--- config.mk ---
export PLATFORM = sky130hd
export DESIGN_NAME = ser_top
export DESIGN_NICKNAME = d
export VERILOG_FILES = /design/src/rtl/ser_pkg.sv /design/src/rtl/ser_top.sv
export VERILOG_INCLUDE_DIRS = /design/src /design/src/rtl
export SDC_FILE = /design/constraint.sdc
export NUM_CORES = 1
export LEC_CHECK = 0
export ABC_AREA = 1
export BUFFER_PORTS_ARGS = -buffer_cell sky130_fd_sc_hd__buf_2
export CORE_ASPECT_RATIO = 1.5
export CORE_UTILIZATION = 40
export CTS_BUF_LIST = sky130_fd_sc_hd__clkbuf_8
export DETAILED_ROUTE_END_ITERATION = 16
export PLACE_DENSITY = 0.75
export RECOVER_POWER = 50
export SYNTH_ARGS = -nofsm -noshare
export SYNTH_HDL_FRONTEND = slang
export SYNTH_SLANG_ARGS = --single-unit
--- constraint.sdc ---
create_clock -name clk -period 3.39 [get_ports clk]
set_input_delay 0.5085 -clock clk [delete_from_list [all_inputs] [get_ports clk]]
set_output_delay 0.5085 -clock clk [all_outputs]
set_load 0.01 [all_outputs]
--- src/rtl/ser_consts.svh ---
// Constants for the status and event reporting block.
// Assumes inclusion by bare name from the top module.
`ifndef SER_CONSTS_SVH
`define SER_CONSTS_SVH

// ----------------------------------------------------------------
// Standard event latch bit positions
// ----------------------------------------------------------------
`define SER_EV_OPC_BIT 0
`define SER_EV_QRY_BIT 2
`define SER_EV_DEV_BIT 3
`define SER_EV_EXE_BIT 4
`define SER_EV_CMD_BIT 5
`define SER_EV_PON_BIT 7
`define SER_EV_OPC 0
`define SER_EV_VALID 8'hbd
`define SER_EV_RESET 8'h80
`define SER_MASK_RESET 8'h00

// ----------------------------------------------------------------
// Sixteen-bit status register bit positions and valid masks
// ----------------------------------------------------------------
`define SER_OP_CAL_BIT 0
`define SER_QU_BATT_BIT 2
`define SER_QU_TEMP_BIT 4
`define SER_QU_LIM_BIT 9
`define SER_QU_UNAL_BIT 10
`define SER_FQ_EXT_BIT 8
`define SER_OP_VALID 16'h0001
`define SER_QU_VALID 16'h0614
`define SER_FQ_VALID 16'h0100
`define SER_ENA_RESET 16'h0000

// ----------------------------------------------------------------
// Summary byte bit positions
// ----------------------------------------------------------------
`define SER_SUM_QUES_BIT 3
`define SER_SUM_EVT_BIT 5
`define SER_SUM_OPER_BIT 7

// ----------------------------------------------------------------
// Error code bases and span of each class
// ----------------------------------------------------------------
`define SER_CODE_CMD_BASE 16'shff9c
`define SER_CODE_EXE_BASE 16'shff38
`define SER_CODE_DEV_BASE 16'shfed4
`define SER_CODE_SPAN 8'h63

`endif

--- src/rtl/ser_pkg.sv ---
// Types shared by the status and event reporting block.
// Assumes the constants header is on the include path.
package ser_pkg;
    // ------------------------------------------------------------
    // Command codes from the remote command parser
    // ------------------------------------------------------------
    typedef enum logic [4:0] {
        SER_OP_NOP = 5'h00,
        SER_OP_EVT_RD = 5'h01,
        SER_OP_MASK_WR = 5'h02,
        SER_OP_MASK_RD = 5'h03,
        SER_OP_CLEAR = 5'h04,
        SER_OP_OPER_COND = 5'h05,
        SER_OP_OPER_EVT = 5'h06,
        SER_OP_OPER_ENA_WR = 5'h07,
        SER_OP_OPER_ENA_RD = 5'h08,
        SER_OP_QUES_COND = 5'h09,
        SER_OP_QUES_EVT = 5'h0a,
        SER_OP_QUES_ENA_WR = 5'h0b,
        SER_OP_QUES_ENA_RD = 5'h0c,
        SER_OP_FREQ_COND = 5'h0d,
        SER_OP_FREQ_EVT = 5'h0e,
        SER_OP_FREQ_ENA_WR = 5'h0f,
        SER_OP_FREQ_ENA_RD = 5'h10,
        SER_OP_SUM_RD = 5'h11
    } ser_op_e;

    // Sixteen-bit status word
    typedef logic [15:0] ser_word_t;
endpackage

--- src/rtl/ser_top.sv ---
// Status and event reporting logic: event latch, mask and three
// sixteen-bit condition/event/enable status registers.
// Assumes a command parser on the same clock that issues decoded
// one-cycle commands; condition inputs arrive asynchronously.
//
// Notes on behaviour
// - Set bit 0 after opc, pending work done
// - Set bit 2 on unexpected read or abandoned reply
// - Device fault sets bit 3, logs -300..-399
// - Execution fault sets bit 4, logs -200..-299
// - Bad command sets bit 5, logs -100..-199
// - Power up sets bit 7
// - Mask register writable and readable by command
// - Event latch holds occurrences, read by query
// - Operation register has condition and event parts
// - Operation bit 0 high during calibration
// - Bit 15 of status words reads zero
// - Questionable bit 2 on low battery
// - Questionable bit 4 on bad temperature
// - Questionable bit 9 on limit violation
// - Questionable bit 10 on unaligned measurement
// - Frequency bit 8 while external reference used
// - Summary bit 5 from enabled event bits
// - Summary bit 3 from enabled questionable events
// - Summary bit 7 from enabled operation events
`timescale 1ns/1ps
`include "ser_consts.svh"

module ser_top (
    // Clock and reset
    input wire logic clk,
    input wire logic srst,
    // Decoded command from the parser
    input wire logic cmd_valid,
    input wire ser_pkg::ser_op_e cmd_op,
    input wire logic [15:0] cmd_data,
    // Query response
    output logic rsp_valid,
    output logic [15:0] rsp_data,
    // Parser progress and message events
    input wire logic opc_cmd,
    input wire logic cmds_pending,
    input wire logic host_read_req,
    input wire logic new_cmd,
    input wire logic out_pending,
    // Error events with detail index
    input wire logic dev_err,
    input wire logic exec_err,
    input wire logic cmd_err,
    input wire logic [7:0] err_detail,
    // Error log output
    output logic err_log_valid,
    output logic [15:0] err_log_code,
    // Instrument conditions, asynchronous
    input wire logic calibration_in_progress,
    input wire logic battery_low,
    input wire logic temp_abnormal,
    input wire logic limit_violated,
    input wire logic unaligned_label,
    input wire logic ext_ref_used,
    // Summary byte
    output logic [7:0] status_summary,
    output logic event_summary_flag
);
    import ser_pkg::*;

    // ------------------------------------------------------------
    // Helper functions
    // ------------------------------------------------------------

    // Next event word: rising edges set, read clears, set wins
    function automatic ser_word_t rise_latch(input ser_word_t evt, input ser_word_t cond,
                                             input ser_word_t prev, input logic clr,
                                             input ser_word_t valid);
        ser_word_t held;
        held = clr ? 16'h0000 : evt;
        rise_latch = (held | (cond & ~prev)) & valid;
    endfunction

    // Error code from class base and detail, detail clamped in span
    function automatic logic [15:0] err_code(input logic [15:0] base, input logic [7:0] det);
        logic [7:0] d;
        d = (det > `SER_CODE_SPAN) ? `SER_CODE_SPAN : det;
        err_code = base - {8'h00, d};
    endfunction

    // ------------------------------------------------------------
    // Condition synchroniser
    // ------------------------------------------------------------

    // Raw condition inputs gathered into one vector
    wire logic [5:0] cond_raw;
    assign cond_raw = {ext_ref_used, unaligned_label, limit_violated,
                       temp_abnormal, battery_low, calibration_in_progress};

    logic [5:0] sync1_q; // First stage, read only by second stage
    logic [5:0] sync2_q; // Stable conditions

    // Two flops per asynchronous level before any logic
    always_ff @(posedge clk) begin
        if (srst) begin
            sync1_q <= 6'h00;
            sync2_q <= 6'h00;
        end else begin
            sync1_q <= cond_raw;
            sync2_q <= sync1_q;
        end
    end

    // ------------------------------------------------------------
    // Condition parts
    // ------------------------------------------------------------

    // Condition words placed at their documented bit positions
    wire ser_word_t oper_cond;
    wire ser_word_t ques_cond;
    wire ser_word_t freq_cond;
    assign oper_cond = {15'h0000, sync2_q[0]};
    assign ques_cond = {5'h00, sync2_q[4], sync2_q[3], 4'h0, sync2_q[2], 1'b0,
                        sync2_q[1], 2'h0};
    assign freq_cond = {7'h00, sync2_q[5], 8'h00};

    // Previous conditions for edge detection
    ser_word_t oper_prev_q;
    ser_word_t ques_prev_q;
    ser_word_t freq_prev_q;

    // Sampled each cycle so every rise is seen once
    always_ff @(posedge clk) begin
        if (srst) begin
            oper_prev_q <= 16'h0000;
            ques_prev_q <= 16'h0000;
            freq_prev_q <= 16'h0000;
        end else begin
            oper_prev_q <= oper_cond;
            ques_prev_q <= ques_cond;
            freq_prev_q <= freq_cond;
        end
    end

    // ------------------------------------------------------------
    // Command decode
    // ------------------------------------------------------------

    // One strobe per command code that changes state
    wire logic op_evt_rd;
    wire logic op_mask_wr;
    wire logic op_clear;
    wire logic op_oper_evt;
    wire logic op_ques_evt;
    wire logic op_freq_evt;
    wire logic op_oper_ena_wr;
    wire logic op_ques_ena_wr;
    wire logic op_freq_ena_wr;
    assign op_evt_rd = cmd_valid && (cmd_op == SER_OP_EVT_RD);
    assign op_mask_wr = cmd_valid && (cmd_op == SER_OP_MASK_WR);
    assign op_clear = cmd_valid && (cmd_op == SER_OP_CLEAR);
    assign op_oper_evt = cmd_valid && (cmd_op == SER_OP_OPER_EVT);
    assign op_ques_evt = cmd_valid && (cmd_op == SER_OP_QUES_EVT);
    assign op_freq_evt = cmd_valid && (cmd_op == SER_OP_FREQ_EVT);
    assign op_oper_ena_wr = cmd_valid && (cmd_op == SER_OP_OPER_ENA_WR);
    assign op_ques_ena_wr = cmd_valid && (cmd_op == SER_OP_QUES_ENA_WR);
    assign op_freq_ena_wr = cmd_valid && (cmd_op == SER_OP_FREQ_ENA_WR);

    // ------------------------------------------------------------
    // Operation complete tracking
    // ------------------------------------------------------------

    logic opc_armed_q; // Waiting for earlier commands to finish

    // Armed by the request, disarmed once it fires or on clear
    wire logic opc_fire;
    assign opc_fire = (opc_armed_q || opc_cmd) && !cmds_pending;

    always_ff @(posedge clk) begin
        if (srst) begin
            opc_armed_q <= 1'b0;
        end else if (opc_fire) begin
            opc_armed_q <= 1'b0;
        end else if (opc_cmd) begin
            opc_armed_q <= 1'b1;
        end else if (op_clear) begin
            opc_armed_q <= 1'b0;
        end
    end

    // ------------------------------------------------------------
    // Standard event latch and mask
    // ------------------------------------------------------------

    // Query protocol violation
    wire logic qry_err;
    assign qry_err = (host_read_req && !out_pending) || (new_cmd && out_pending);

    // Bits raised this cycle
    wire logic [7:0] ev_set;
    assign ev_set = {1'b0, 1'b0, cmd_err, exec_err, dev_err, qry_err, 1'b0, opc_fire};

    logic [7:0] ev_latch_q; // Standard event latch
    logic [7:0] ev_latch_d;
    logic [7:0] ev_mask_q; // Standard event mask
    logic [7:0] ev_mask_d;

    // Read or clear empties it; a new event in that cycle survives
    assign ev_latch_d = (((op_evt_rd || op_clear) ? 8'h00 : ev_latch_q) | ev_set)
                        & `SER_EV_VALID;
    assign ev_mask_d = op_mask_wr ? cmd_data[7:0] : ev_mask_q;

    // Reset stands for switching on, so the power bit starts set
    always_ff @(posedge clk) begin
        if (srst) begin
            ev_latch_q <= `SER_EV_RESET;
            ev_mask_q <= `SER_MASK_RESET;
        end else begin
            ev_latch_q <= ev_latch_d;
            ev_mask_q <= ev_mask_d;
        end
    end

    // ------------------------------------------------------------
    // Status event and enable parts
    // ------------------------------------------------------------

    ser_word_t oper_evt_q;
    ser_word_t ques_evt_q;
    ser_word_t freq_evt_q;
    ser_word_t oper_ena_q;
    ser_word_t ques_ena_q;
    ser_word_t freq_ena_q;

    // Next event parts; clear command empties all of them
    wire ser_word_t oper_evt_d;
    wire ser_word_t ques_evt_d;
    wire ser_word_t freq_evt_d;
    assign oper_evt_d = rise_latch(oper_evt_q, oper_cond, oper_prev_q,
                                   op_oper_evt || op_clear, `SER_OP_VALID);
    assign ques_evt_d = rise_latch(ques_evt_q, ques_cond, ques_prev_q,
                                   op_ques_evt || op_clear, `SER_QU_VALID);
    assign freq_evt_d = rise_latch(freq_evt_q, freq_cond, freq_prev_q,
                                   op_freq_evt || op_clear, `SER_FQ_VALID);

    // Enables keep only meaningful bits so bit 15 never sets
    wire ser_word_t oper_ena_d;
    wire ser_word_t ques_ena_d;
    wire ser_word_t freq_ena_d;
    assign oper_ena_d = op_oper_ena_wr ? (cmd_data & `SER_OP_VALID) : oper_ena_q;
    assign ques_ena_d = op_ques_ena_wr ? (cmd_data & `SER_QU_VALID) : ques_ena_q;
    assign freq_ena_d = op_freq_ena_wr ? (cmd_data & `SER_FQ_VALID) : freq_ena_q;

    always_ff @(posedge clk) begin
        if (srst) begin
            oper_evt_q <= 16'h0000;
            ques_evt_q <= 16'h0000;
            freq_evt_q <= 16'h0000;
            oper_ena_q <= `SER_ENA_RESET;
            ques_ena_q <= `SER_ENA_RESET;
            freq_ena_q <= `SER_ENA_RESET;
        end else begin
            oper_evt_q <= oper_evt_d;
            ques_evt_q <= ques_evt_d;
            freq_evt_q <= freq_evt_d;
            oper_ena_q <= oper_ena_d;
            ques_ena_q <= ques_ena_d;
            freq_ena_q <= freq_ena_d;
        end
    end

    // ------------------------------------------------------------
    // Summary byte
    // ------------------------------------------------------------

    // Summaries are registered from the stored parts, so two cycles behind an event
    wire logic sum_evt;
    wire logic sum_ques;
    wire logic sum_oper;
    assign sum_evt = |(ev_latch_q & ev_mask_q);
    assign sum_ques = |(ques_evt_q & ques_ena_q);
    assign sum_oper = |(oper_evt_q & oper_ena_q);

    logic [7:0] summary_q;
    wire logic [7:0] summary_d;
    assign summary_d = {sum_oper, 1'b0, sum_evt, 1'b0, sum_ques, 3'h0};

    always_ff @(posedge clk) begin
        if (srst) begin
            summary_q <= 8'h00;
        end else begin
            summary_q <= summary_d;
        end
    end

    assign status_summary = summary_q;
    assign event_summary_flag = summary_q[`SER_SUM_EVT_BIT];

    // ------------------------------------------------------------
    // Query response
    // ------------------------------------------------------------

    // Read mux; event reads return the value before clearing
    logic [15:0] rsp_sel;
    logic rsp_hit;
    always_comb begin
        rsp_sel = 16'h0000;
        rsp_hit = 1'b1;
        case (cmd_op)
            SER_OP_EVT_RD: rsp_sel = {8'h00, ev_latch_q};
            SER_OP_MASK_RD: rsp_sel = {8'h00, ev_mask_q};
            SER_OP_OPER_COND: rsp_sel = oper_cond;
            SER_OP_OPER_EVT: rsp_sel = oper_evt_q;
            SER_OP_OPER_ENA_RD: rsp_sel = oper_ena_q;
            SER_OP_QUES_COND: rsp_sel = ques_cond;
            SER_OP_QUES_EVT: rsp_sel = ques_evt_q;
            SER_OP_QUES_ENA_RD: rsp_sel = ques_ena_q;
            SER_OP_FREQ_COND: rsp_sel = freq_cond;
            SER_OP_FREQ_EVT: rsp_sel = freq_evt_q;
            SER_OP_FREQ_ENA_RD: rsp_sel = freq_ena_q;
            SER_OP_SUM_RD: rsp_sel = {8'h00, summary_q};
            default: rsp_hit = 1'b0; // Writes and clear give no reply
        endcase
    end

    logic rsp_valid_q;
    logic [15:0] rsp_data_q;

    // Reply one cycle after the command, bit 15 forced low
    always_ff @(posedge clk) begin
        if (srst) begin
            rsp_valid_q <= 1'b0;
            rsp_data_q <= 16'h0000;
        end else begin
            rsp_valid_q <= cmd_valid && rsp_hit;
            rsp_data_q <= {1'b0, rsp_sel[14:0]};
        end
    end

    assign rsp_valid = rsp_valid_q;
    assign rsp_data = rsp_data_q;

    // ------------------------------------------------------------
    // Error log
    // ------------------------------------------------------------

    // One entry per cycle; command errors win, then execution, then
    // device. Simultaneous lower classes still set their bits but
    // are not logged, a trade against a queue in this block.
    wire logic any_err;
    wire logic [15:0] code_sel;
    assign any_err = cmd_err || exec_err || dev_err;
    assign code_sel = cmd_err ? err_code(`SER_CODE_CMD_BASE, err_detail) :
                      exec_err ? err_code(`SER_CODE_EXE_BASE, err_detail) :
                      err_code(`SER_CODE_DEV_BASE, err_detail);

    logic err_valid_q;
    logic [15:0] err_code_q;

    always_ff @(posedge clk) begin
        if (srst) begin
            err_valid_q <= 1'b0;
            err_code_q <= 16'h0000;
        end else begin
            err_valid_q <= any_err;
            if (any_err) begin
                err_code_q <= code_sel;
            end
        end
    end

    assign err_log_valid = err_valid_q;
    assign err_log_code = err_code_q;

endmodule

==> impl_metrics.py <==
metrics = {
    "final_layout": {
        "non_filler_instance_count_after_layout": 630,
        "antennaDiodeCount": 0,
        "drive_gt1_share_pct": 17.1,
        "nNetsFinal": 567,
        "layout_commonest_cell": "inv_1",
        "layout_common_cells": "inv_1 (77), nor2_1 (72), dfxtp_1 (72), nand2_1 (61), buf_2 (50)",
        "finalCoreUtilization_pct": 47.9,
        "synth_to_layout_area_growth_pct": 16.5,
        "finalInstanceArea_um2": 3830,
        "nFillCells": 841,
    },
    "yosys": {
        "top_flip_flop_cell_by_instance_count_after_synthesis": "dfxtp_1",
        "edff_count_synth": 0,
        "yosysWarnings": 0,
        "post_synth_inst_count": 452,
        "synth_cell_types": 40,
        "ys_seq_area_share_pct": 43.8,
        "syn_area_per_cell_um2": 7.28,
        "synthesis.area_um2": 3290,
        "postSynth.asyncResetShare_pct": 0,
        "postSynthRegisterBits": 72,
    },
    "floorplanning": {
        "die_w_um": 76.1,
        "die-area_um2": 8600,
        "initial_utilization_pct": 41.1,
        "floorplan.io_pins": 89,
        "die_ht_um": 113,
        "core.rowCount": 40,
        "placeableCoreArea_um2": 8010,
    },
    "place": {
        "pre_cts_slack_ps": 1170,
        "placedInstanceArea_um2": 3670,
        "routabilityCongestion": 0.986,
        "place_inst": 614,
        "numPortBuffers": 73,
        "detailed_placement_wirelength_estimate_mm": 5.66,
    },
    "pwr": {
        "power_density_nw_per_um2": 459,
        "max-vdd-ir-drop_mv": 0.190,
        "pwr-share-clk_pct": 37.8,
        "power.share.sequential_pct": 50.9,
        "power.combinational.fraction_pct": 11.4,
        "p_int_mw": 1.31,
        "sw_frac_of_total_pct": 25.9,
        "power.leakage_nw": 1.74,
        "power.net_switching_uw": 456,
    },
    "clock_network": {
        "cts.clk_slew.worst_paths_ps": 80,
        "cts_htree_levels": 3,
        "clock_tree.buffer_depth": 2,
        "cts-resized-gates": 0,
        "cts_tree": "built",
        "cts_root_buffer": "clkbuf_8",
        "clock_insertion_delay_worst_skew_ps": 350,
        "post-cts-setup-buffers": 0,
        "clock-sinks": 72,
        "cts_made_buffers": 9,
        "cts_hold_buf": 0,
    },
    "sta": {
        "layout_worst_path_cycle_share_pct": 56.8,
        "timing.setup.tns_ps": 0,
        "final-max-slew-violation-count": 42,
        "worst_pin_slew_ps": 1710,
        "setup_repair_after_global_routing_missed_its_margin": "false",
        "setup_viol": 0,
        "timing_hold_violations_final": 0,
        "fin_ws_ps": 1470,
        "worst_slew_margin_rel_pct": -14.2,
        "min_period_ps": 1920,
        "timing.clock.skew_ps": 11.3,
        "achievable-frequency_ghz": 0.520,
    },
    "routing": {
        "postRouteWirelength_mm": 7.36,
        "final_antenna_net_count": 0,
        "post_drt_via_cell_ratio": 4.76,
        "drt_drc_violations_left": 0,
        "drt_iter0_markers": 232,
        "via_count": 2999,
        "detailedRoute.firstPassIterationCount": 4,
        "avg_wl_per_cell_um": 11.7,
    },
    "critical_path": {
        "timing.reg2reg.setup_slack_ps": 2370,
        "arrival_ps": 2170,
        "critPathRequiredTime_ps": 3640,
        "kind_of_start_point_of_the_critical_path": "primary input",
        "r2r_end": "status_summary[5]",
        "path_class": "primary input to flop",
        "worst_setup_path_end_kind": "flop",
        "reg2reg_depth": 4,
        "critical_path.reg2reg.startpoint": "ev_mask_q[3]",
        "critPathMaxFanout": 41,
    },
    "grt": {
        "global_route.usage.met1_pct": 18.9,
        "met3_track_utilization_from_global_routing_pct": 4.68,
        "grt_max_degree": 42,
        "grtUsageMet2_pct": 33.5,
        "grt_use_total_pct": 18.4,
        "wire_length_of_the_first_global_routing_pass_mm": 12.5,
        "grt.overflow.total": 0,
        "grt_most_used_layer": "met2",
        "via_count_of_the_first_global_routing_pass": 2857,
        "grt_antenna_before_repair": 0,
    },
    "run_status": {
        "failed_checks": "capacitance limit, slew limit",
        "outcome": "complete, but fails checks",
    },
    "run": {
        "maxCapViolations": 1,
    },
    "hold_path": {
        "hp-start": "unaligned_label",
        "hold_class": "primary input to flop",
        "min_to": "sync1_q[4]",
        "min_delay_path_depth": 3,
    },
}
[cells in the mapped netlist (5+ instances only)]
library cell,n,share of area [%]
dfxtp_1,72,44
inv_2,6,0.68
buf_4,16,3.6
nor2_1,72,8.2
o22ai_1,6,1.1
nand2_1,61,7.0
clkbuf_1,8,0.91
a31oi_1,5,0.95
o21ai_0,24,3.6
inv_1,75,8.6
a21oi_1,20,3.0
o21ai_1,8,1.2
nand3_1,25,3.8
[worst max path at each step]
stage / start / slack, ps / to
floorplan: err_detail[3] / 1520 / err_log_code[4]
global placement: err_detail[2] / 1210 / err_log_code[4]
detailed placement: err_detail[2] / 1170 / err_log_code[4]
CTS: err_detail[2] / 1560 / err_log_code[4]
global route: srst / 1180 / err_log_code[4]
finish: srst / 1470 / err_log_code[4]
[layer usage]
metal	share of wire [%]	up-vias	wire length (µm)
li1	-	1552	-
met1	39	1335	2910
met2	51	95	3780
met3	6.1	17	451
met4	2.9	0	216
met5	0	-	0
[through the flow]
| step | power (mW) | hold WS, ps |
|---|---|---|
| after detailed placement | 1.12 | 393 |
| final | 1.76 | 360 |
| after global placement | 1.11 | 392 |
| after floorplan | 1.06 | 388 |
| after CTS | 1.79 | 341 |
| after global routing | 1.86 | 335 |
[logic make-up (layout without fill, tap and decap cells)]
| kind of cell | Yosys count | in the layout | synth area share (%) |
|---|---|---|---|
| adders and majority gates | 1 | 1 | 0.380 |
| DFF | 72 | 72 | 43.8 |
| buffers and inverters | 109 | 173 | 14.4 |
| xor gates and xnor gates | 2 | 2 | 0.532 |
| other | 1 | 10 | 0.114 |
| and+or+nand+nor | 183 | 183 | 25.7 |
| AOI/OAI and AO/OA | 83 | 83 | 14.8 |
| muxes | 1 | 1 | 0.304 |
[power by group through the flow]
stage	combinational, mW	sequential, mW	clock (mW)
after floorplan	0.138	0.919	0
after global placement	0.199	0.914	0
after detailed placement	0.204	0.915	0
after CTS	0.204	0.896	0.690
after global routing	0.229	0.900	0.733
final	0.200	0.896	0.665
[state kept, by name, summed over array words and instances, names as in the netlist, 3 cells and up]
signal and count:
err_log_code 11, rsp_data 11, ev_mask_q 8, ev_latch_q 6, sync1_q 6, sync2_q 6, ques_ena_q 4, ques_evt_q 4
ques_prev_q 4, status_summary 3
[worst max-delay path, stage by stage]
cell and delay, ps:
clkbuf_1 110, clkbuf_1 1250, nor2_1 120, o21ai_1 130, inv_1 40
[layout make-up]
cell class,count,area (µm²),share of cell area (%)
well taps,105,131,3.43
clock inverters,6,61.3,1.60
multi-input cells,280,1410,36.8
repair buffers,75,344,8.97
flip-flops and latches,72,1440,37.6
clock buffers,10,138,3.59
inverters,82,308,8.03
Power figures use the tool's default switching activity.
